### src/bcrb_cfg.svh
// constants for the board configuration register bank
// assumes inclusion by bare name from the package only; the modules use its macros without including it
`ifndef BCRB_CFG_SVH
`define BCRB_CFG_SVH
// printed offsets are register indices; byte address is index * 4
`define BCRB_IDX_BOARD_IDENT   8'h00
`define BCRB_IDX_EXT_HIGH      8'h02
`define BCRB_IDX_EXT_MID       8'h03
`define BCRB_IDX_EXT_LOW       8'h04
`define BCRB_IDX_FAB_REV       8'h05
`define BCRB_IDX_ASM_REV       8'h06
`define BCRB_IDX_LOGIC_REV     8'h07
`define BCRB_IDX_ROUTE_T1      8'h11
`define BCRB_IDX_ROUTE_E1      8'h12
`define BCRB_IDX_LINKS_A       8'h13
`define BCRB_IDX_LINKS_B       8'h14
`define BCRB_IDX_BIAS          8'h15
// window limits, as indices
`define BCRB_CFG_LAST_IDX      16'h0015
`define BCRB_XCVR_FIRST_IDX    16'h1000
`define BCRB_XCVR_LAST_IDX     16'h10ff
// reset values
`define BCRB_RST_ROUTE_T1      4'hf
`define BCRB_RST_ROUTE_E1      4'h3
`define BCRB_RST_LINKS_A       4'hf
`define BCRB_RST_LINKS_B       4'h3
`define BCRB_RST_BIAS          4'h6
// field position of the master clock switch in both clock routes
`define BCRB_MCLK_BIT          3
`endif

### src/bcrb_pkg.sv
// types for the board configuration register bank
// assumes bcrb_cfg.svh is on the include path
package bcrb_pkg;
   `include "bcrb_cfg.svh"
   typedef logic [3:0] bcrb_nib_t;
   typedef enum logic [2:0] {
      BCRB_IDLE   = 3'b001,
      BCRB_WAIT   = 3'b010,
      BCRB_DONE   = 3'b100
   } bcrb_xst_t;
endpackage

### src/bcrb_top.sv
// board configuration register bank: APB slave with id, revision,
// switch routing and bias registers, plus transceiver window bridge
// assumes APB master on SYS_CLK and straps held stable after reset
//
// Functional notes
// - indices 0x0000-0x0015 hit own registers, 0x1000-0x10ff go to the transceiver.
// - board id at 0x0000 and extended id nibbles at 0x0002-0x0004 read only.
// - fab, assembly and logic revisions read only at 0x0005-0x0007.
// - four read-write switch registers at 0x0011-0x0014 drive FET switches.
// - the t1-rate clock route resets to 0xf, all switches open.
// - bias register at 0x0015 drives a pin high for each bit set to one.
// - a switch field of zero closes the switch, one opens it.
// - the e1-rate clock route resets to 0x3.
`timescale 1ns/1ps
module bcrb_top
   import bcrb_pkg::*;
#(
   // arbitrary neutral identity values
   parameter bcrb_nib_t BOARD_IDENT = 4'h1,
   parameter bcrb_nib_t EXT_HIGH    = 4'h2,
   parameter bcrb_nib_t EXT_MID     = 4'h3,
   parameter bcrb_nib_t EXT_LOW     = 4'h4,
   parameter bcrb_nib_t LOGIC_REV   = 4'h1
)(
   input  wire logic        SYS_CLK,
   input  wire logic        RESETN,
   input  wire logic        PSEL,
   input  wire logic        PENABLE,
   input  wire logic        PWRITE,
   input  wire logic [17:0] PADDR,
   input  wire logic [31:0] PWDATA,
   input  wire logic [3:0]  PSTRB,
   output logic [31:0]      PRDATA,
   output logic             PREADY,
   output logic             PSLVERR,
   input  wire logic [3:0]  FAB_REV_PINS,
   input  wire logic [3:0]  ASM_REV_PINS,
   output logic [3:0]       ROUTE_T1_SW_OPEN,
   output logic [3:0]       ROUTE_E1_SW_OPEN,
   output logic [3:0]       LINKS_A_SW_OPEN,
   output logic [3:0]       LINKS_B_SW_OPEN,
   output logic [3:0]       BIAS_HIGH,
   output logic             MCLK_CONTENTION,
   output logic             XCVR_SEL,
   output logic             XCVR_WR,
   output logic [7:0]       XCVR_ADDR,
   output logic [7:0]       XCVR_WDATA,
   input  wire logic [7:0]  XCVR_RDATA,
   input  wire logic        XCVR_READY
);
   // --------------------------------------------------------------
   // revision straps
   // --------------------------------------------------------------
   // straps are off-domain pins: two stages before use
   logic [7:0] strap_s1_q;
   logic [7:0] strap_s2_q;
   always_ff @(posedge SYS_CLK) begin
      if (!RESETN) begin
         strap_s1_q <= 8'h00;
         strap_s2_q <= 8'h00;
      end else begin
         strap_s1_q <= {ASM_REV_PINS, FAB_REV_PINS};
         strap_s2_q <= strap_s1_q;
      end
   end

   // --------------------------------------------------------------
   // address decode
   // --------------------------------------------------------------
   wire [15:0] idx       = PADDR[17:2];
   wire        setup     = PSEL && !PENABLE;
   wire        in_cfg    = (idx <= `BCRB_CFG_LAST_IDX);
   wire        in_xcvr   = (idx >= `BCRB_XCVR_FIRST_IDX) &&
                           (idx <= `BCRB_XCVR_LAST_IDX);
   wire [7:0]  cfg_idx   = idx[7:0];
   wire        wr_lane   = PSTRB[0];
   wire        cfg_write = PSEL && PENABLE && PWRITE && in_cfg && wr_lane;
   wire        x_start   = setup && in_xcvr;

   function automatic logic is_rw(input logic [7:0] i);
      is_rw = (i >= `BCRB_IDX_ROUTE_T1) && (i <= `BCRB_IDX_BIAS);
   endfunction

   // --------------------------------------------------------------
   // switch and bias registers
   // --------------------------------------------------------------
   bcrb_nib_t t1_q, e1_q, la_q, lb_q, bias_q;
   wire       wr_t1 = cfg_write && cfg_idx == `BCRB_IDX_ROUTE_T1;
   wire       wr_e1 = cfg_write && cfg_idx == `BCRB_IDX_ROUTE_E1;
   wire       wr_la = cfg_write && cfg_idx == `BCRB_IDX_LINKS_A;
   wire       wr_lb = cfg_write && cfg_idx == `BCRB_IDX_LINKS_B;
   wire       wr_bs = cfg_write && cfg_idx == `BCRB_IDX_BIAS;

   always_ff @(posedge SYS_CLK) begin
      if (!RESETN) begin
         t1_q   <= `BCRB_RST_ROUTE_T1;
         e1_q   <= `BCRB_RST_ROUTE_E1;
         la_q   <= `BCRB_RST_LINKS_A;
         lb_q   <= `BCRB_RST_LINKS_B;
         bias_q <= `BCRB_RST_BIAS;
      end else begin
         if (wr_t1) t1_q <= PWDATA[3:0];
         if (wr_e1) e1_q <= PWDATA[3:0];
         if (wr_la) la_q <= PWDATA[3:0];
         if (wr_lb) lb_q <= PWDATA[3:0];
         if (wr_bs) bias_q <= PWDATA[3:0];
      end
   end

   // a one bit leaves the switch open, zero closes it
   assign ROUTE_T1_SW_OPEN = t1_q;
   assign ROUTE_E1_SW_OPEN = e1_q;
   assign LINKS_A_SW_OPEN  = la_q;
   assign LINKS_B_SW_OPEN  = lb_q;
   assign BIAS_HIGH        = bias_q;
   // hardware only flags it; blocking the write would hide the mistake
   assign MCLK_CONTENTION  = !t1_q[`BCRB_MCLK_BIT] &&
                             !e1_q[`BCRB_MCLK_BIT];

   // --------------------------------------------------------------
   // read mux
   // --------------------------------------------------------------
   logic [3:0] cfg_rd;
   always_comb begin
      unique case (cfg_idx)
         `BCRB_IDX_BOARD_IDENT: cfg_rd = BOARD_IDENT;
         `BCRB_IDX_EXT_HIGH:    cfg_rd = EXT_HIGH;
         `BCRB_IDX_EXT_MID:     cfg_rd = EXT_MID;
         `BCRB_IDX_EXT_LOW:     cfg_rd = EXT_LOW;
         `BCRB_IDX_FAB_REV:     cfg_rd = strap_s2_q[3:0];
         `BCRB_IDX_ASM_REV:     cfg_rd = strap_s2_q[7:4];
         `BCRB_IDX_LOGIC_REV:   cfg_rd = LOGIC_REV;
         `BCRB_IDX_ROUTE_T1:    cfg_rd = t1_q;
         `BCRB_IDX_ROUTE_E1:    cfg_rd = e1_q;
         `BCRB_IDX_LINKS_A:     cfg_rd = la_q;
         `BCRB_IDX_LINKS_B:     cfg_rd = lb_q;
         `BCRB_IDX_BIAS:        cfg_rd = bias_q;
         default:               cfg_rd = 4'h0;
      endcase
   end

   // --------------------------------------------------------------
   // transceiver bridge
   // --------------------------------------------------------------
   logic       x_done;
   logic [7:0] x_rd;
   bcrb_xcvr_bridge u_bridge (
      .clk     (SYS_CLK),
      .resetn  (RESETN),
      .start   (x_start),
      .write   (PWRITE),
      .addr    (idx[7:0]),
      .wdata   (PWDATA[7:0]),
      .done    (x_done),
      .rdata   (x_rd),
      .x_sel   (XCVR_SEL),
      .x_wr    (XCVR_WR),
      .x_addr  (XCVR_ADDR),
      .x_wdata (XCVR_WDATA),
      .x_rdata (XCVR_RDATA),
      .x_ready (XCVR_READY)
   );

   // --------------------------------------------------------------
   // apb answer
   // --------------------------------------------------------------
   // own registers answer with no wait; unmapped space errors
   wire unmapped = !in_cfg && !in_xcvr;
   assign PREADY  = PSEL && PENABLE && (in_xcvr ? x_done : 1'b1);
   assign PSLVERR = PSEL && PENABLE && unmapped;

   always_comb begin
      if (in_xcvr)
         PRDATA = {24'h000000, x_rd};
      else if (in_cfg)
         PRDATA = {28'h0000000, cfg_rd};
      else
         PRDATA = 32'h00000000;
   end

   // --------------------------------------------------------------
   // checks
   // --------------------------------------------------------------
   a_reset_routes: assert property (@(posedge SYS_CLK)
      $rose(RESETN) |-> t1_q == 4'hf && e1_q == 4'h3)
      else $error("route reset values wrong");
   a_t1_write_takes: assert property (@(posedge SYS_CLK)
      disable iff (!RESETN)
      wr_t1 |=> ROUTE_T1_SW_OPEN == $past(PWDATA[3:0]))
      else $error("t1 route write lost");
   a_bias_write_takes: assert property (@(posedge SYS_CLK)
      disable iff (!RESETN)
      wr_bs |=> BIAS_HIGH == $past(PWDATA[3:0]))
      else $error("bias write lost");
   a_unassigned_zero: assert property (@(posedge SYS_CLK)
      disable iff (!RESETN)
      (PSEL && in_cfg && !is_rw(cfg_idx) && cfg_idx > 8'h07)
         |-> PRDATA == 32'h0)
      else $error("unassigned offset not zero");
   a_ident_read: assert property (@(posedge SYS_CLK)
      disable iff (!RESETN)
      (PSEL && in_cfg && cfg_idx == 8'h00)
         |-> PRDATA == {28'h0, BOARD_IDENT})
      else $error("board ident wrong");
   a_route_hold: assert property (@(posedge SYS_CLK)
      disable iff (!RESETN)
      !wr_e1 |=> $stable(e1_q))
      else $error("e1 route changed without write");
   a_xcvr_forward: assert property (@(posedge SYS_CLK)
      disable iff (!RESETN)
      x_start |=> XCVR_SEL && XCVR_ADDR == $past(idx[7:0]))
      else $error("transceiver access not forwarded");
   a_contention_flag: assert property (@(posedge SYS_CLK)
      disable iff (!RESETN)
      MCLK_CONTENTION |-> !ROUTE_T1_SW_OPEN[3] && !ROUTE_E1_SW_OPEN[3])
      else $error("contention flag wrong");
   a_cfg_no_wait: assert property (@(posedge SYS_CLK)
      disable iff (!RESETN)
      (PSEL && PENABLE && in_cfg) |-> PREADY && !PSLVERR)
      else $error("config access stalled");
endmodule

### src/bcrb_xcvr_bridge.sv
// pass-through of host accesses to the transceiver register range
// assumes the transceiver answers with a same-clock ready pulse
`timescale 1ns/1ps
module bcrb_xcvr_bridge
   import bcrb_pkg::*;
(
   input  wire logic        clk,
   input  wire logic        resetn,
   input  wire logic        start,
   input  wire logic        write,
   input  wire logic [7:0]  addr,
   input  wire logic [7:0]  wdata,
   output logic             done,
   output logic [7:0]       rdata,
   output logic             x_sel,
   output logic             x_wr,
   output logic [7:0]       x_addr,
   output logic [7:0]       x_wdata,
   input  wire logic [7:0]  x_rdata,
   input  wire logic        x_ready
);
   bcrb_xst_t  st_q;
   bcrb_xst_t  st_d;
   logic [7:0] rdata_q;

   always_comb begin
      st_d = st_q;
      unique case (st_q)
         BCRB_IDLE: if (start) st_d = BCRB_WAIT;
         BCRB_WAIT: if (x_ready) st_d = BCRB_DONE;
         BCRB_DONE: st_d = BCRB_IDLE;
         default:   st_d = BCRB_IDLE;
      endcase
   end

   always_ff @(posedge clk) begin
      if (!resetn) begin
         st_q    <= BCRB_IDLE;
         rdata_q <= 8'h00;
         x_wr    <= 1'b0;
         x_addr  <= 8'h00;
         x_wdata <= 8'h00;
      end else begin
         st_q <= st_d;
         if (st_q == BCRB_IDLE && start) begin
            x_wr    <= write;
            x_addr  <= addr;
            x_wdata <= wdata;
         end
         if (st_q == BCRB_WAIT && x_ready)
            rdata_q <= x_rdata;
      end
   end

   assign x_sel = (st_q == BCRB_WAIT);
   assign done  = (st_q == BCRB_DONE);
   assign rdata = rdata_q;
endmodule

### config.mk
export PLATFORM = sky130hd
export DESIGN_NAME = bcrb_top
export DESIGN_NICKNAME = d
export VERILOG_FILES = /design/src/bcrb_pkg.sv /design/src/bcrb_top.sv /design/src/bcrb_xcvr_bridge.sv
export VERILOG_INCLUDE_DIRS = /design/src
export SDC_FILE = /design/constraint.sdc
export NUM_CORES = 1
export LEC_CHECK = 0
export BUFFER_PORTS_ARGS = -buffer_cell sky130_fd_sc_hd__clkbuf_2
export CAP_MARGIN = 20
export CORE_MARGIN = 2
export CORE_UTILIZATION = 50
export DETAILED_ROUTE_END_ITERATION = 8
export PLACE_DENSITY = 0.86
export SLEW_MARGIN = 20
export SYNTH_ARGS = -nofsm -noshare
export SYNTH_HDL_FRONTEND = slang
export SYNTH_SLANG_ARGS = --single-unit
### constraint.sdc
create_clock -name SYS_CLK -period 4.94 [get_ports SYS_CLK]
set_input_delay 0.494 -clock SYS_CLK [delete_from_list [all_inputs] [get_ports SYS_CLK]]
set_output_delay 0.494 -clock SYS_CLK [all_outputs]
set_load 0.005 [all_outputs]
==> reports/metrics.yaml <==
status: "completed"
cap_violations: 0
drtPass1Iterations: 4
pwr-share-clk_pct: 40.6
fmax_mhz: 362
p_int_mw: 0.775
ant_nets: 0
setup_tns_ns: 0
clock_path_buffers: 2
drive_gt1_share_pct: 28.2
worstMarginPinSlew_ns: 0.965
ys_seq_area_share_pct: 41.8
criticalPathCategory: "input port to output pin"
avgSynthCellArea_um2: 8.70
io_buffers: 95
p_sw_mw: 0.238
pwr-share-seq_pct: 51.7
clk_pin_slew_worst_paths_ns: 0.06
synth_edf_count: 0
ys_warn_count: 0
powerDensity_nw_per_um2: 278
die_area_um2: 6770
cts.sinks: 64
p_comb_share_pct: 7.7
setup_slack_ns: 2.18
ys_ff_latch: 64
period_minus_slack_ns: 2.76
synth_top_area_cell: "dfxtp_1"
ys_types: 48
grt_pass1_wl_mm: 11.0
initialDrtViolationCount: 193
cp-end-kind: "output pin"
drt_wl_total_mm: 7.05
die_w_um: 82.3
start_util_pct: 51.7
synthArstFlopShare_pct: 0
relSlewSlack_pct: 35.7
fin_nets: 515
switching_share_pct: 23.5
htree_levels: 3
drc: 0
synth_ff_type: "dfxtp_1"
ctsHoldBuffers: 0
regArea_um2: 1280
rows: 28
post-cts-setup-buffers: 0
cts_tree: "yes"
setup-violations-final: 0
r2r_cells: 5
grt_pass1_vias: 2361
rsz0062_at_grt: "false"
yosysMostFrequentCell: "nand2_1"
multi_input_comb_area_um2: 1600
p_leak_nw: 1.62
antenna_found_initial: 0
required_ns: 4.45
pre_cts_ws_ns: 2.07
worstSetupStartpointType: "input port"
grt_usage_pct: 21.8
syn_to_final_growth_pct: 19.0
arrival_ns: 2.27
antenna_cells: 0
fin_worst_skew_ns: 0.00563
final_util_pct: 61.6
grt-ovfl-total: 0
syn_area_um2: 3060
cts_resized: 0
numCtsBuffers: 9
top_level_ports: 149
core_um2: 5920
power_mw: 1.01
vias: 2680
clk_latency_ns: 0.33
yosysTopAreaCellShare_pct: 41.8
hold_depth: 2
place.gp.congestion: 0.847
vias_per_cell: 5.16
max-vdd-ir-drop_uv: 195
synth.area.top_cells: "dfxtp_1 42%, nand2_1 10%, mux2i_1 6.9%"
netlist_instances: 352
dp_hpwl_mm: 5.09
fill_cells: 531
hold_viol: 0
synthTopCellsByCount: "85 x nand2_1, 64 x dfxtp_1, 25 x buf_4"
grt_max_degree: 69
min_path_type: "input port to flip-flop"
drv_slew: 0
wire_per_inst_um: 13.6
min_period_over_period_pct: 55.9
crit_fanout: 18
cts_root_buffer: "clkbuf_8"
die_y_um: 82.3
## logic make-up after synthesis
family	synth area share (%)
flops	41.8
compound gates	13.1
mux	8.33
simple gates	27.4
buf+inv	8.99
xor+xnor	0.286
other cells	0.122
## flip-flops by register name, indices dropped and copies added, names as in the netlist
name              flops
strap_s2_q            8
strap_s1_q            8
BIAS_HIGH             4
ROUTE_E1_SW_OPEN      4
LINKS_A_SW_OPEN       4
ROUTE_T1_SW_OPEN      4
u_bridge.rdata        8
u_bridge.x_addr       8
u_bridge.x_wdata      8
u_bridge.x_wr         1
LINKS_B_SW_OPEN       4
u_bridge.st_q         3
## through the flow
step | cells | hold WS [ns] | cell area (um^2)
6_report | 519 | 0.358 | 3640
5_1_grt | 519 | 0.345 | 3640
4_1_cts | 519 | 0.338 | 3640
3_5_place_dp | 503 | 0.417 | 3450
3_3_place_gp | 503 | 0.415 | 3450
2_1_floorplan | 375 | 0.412 | 3150
## power by group through the flow
| stage | Sequential [mW] | Clock [mW] | Combinational, mW |
|---|---|---|---|
| 6_report | 0.523 | 0.411 | 0.0782 |
| 3_5_place_dp | 0.535 | 0 | 0.0767 |
| 2_1_floorplan | 0.535 | 0 | 0.0621 |
| 5_1_grt | 0.524 | 0.446 | 0.0881 |
| 4_1_cts | 0.523 | 0.425 | 0.0770 |
| 3_3_place_gp | 0.535 | 0 | 0.0751 |
## worst paths after layout
check	endpoint	slack (ns)	start
setup / recovery	PRDATA[2]	2.18	PADDR[3]
hold / removal	strap_s1_q[5]	0.36	ASM_REV_PINS[1]
setup reg to reg	u_bridge.x_wdata[0]	2.83	u_bridge.st_q[1]
hold reg to reg	strap_s2_q[4]	0.43	strap_s1_q[4]
## worst max-delay path: stages
cell and delay (ns):
clkbuf_2 0.34, nor2b_1 0.46, a22oi_1 0.17, a2bb2oi_1 0.17, o221a_2 0.28, o21ai_0 0.19, clkbuf_2 0.15
## layer usage
metal | routed length [um] | vias to the layer above | track usage (%) | share of wire [%]
met5 | 0 | - | 0 | 0
met4 | 176 | 0 | 10.3 | 2.5
met3 | 501 | 15 | 7.61 | 7.1
met2 | 3390 | 102 | 34.7 | 48
met1 | 2980 | 1247 | 26.3 | 42
li1 | - | 1316 | - | -
## area by class of cell
type | instances | share of cell area, %
Multi-Input combinational cell | 266 | 43.9
Sequential cell | 64 | 35.2
Timing Repair Buffer | 95 | 13.0
Clock buffer | 13 | 4.63
Tap cell | 75 | 2.57
Clock inverter | 3 | 0.412
Inverter | 3 | 0.309
## cell usage in the layout, fill, tap and decap left out, drive strengths merged, types with 3 or more instances in the layout
cell type and n:
nor2 9, nand2 85, mux2i 21, nand2b 3, nor2b 14, a22oi 4
conb 24, dfxtp 64, mux2 4, a21oi 5, clkinv 3, o21ai 7
and2 21, clkbuf 107, a21boi 25, nand4 5, inv 3, nor3 10
Note: power is estimated with default switching activity, not from simulation.
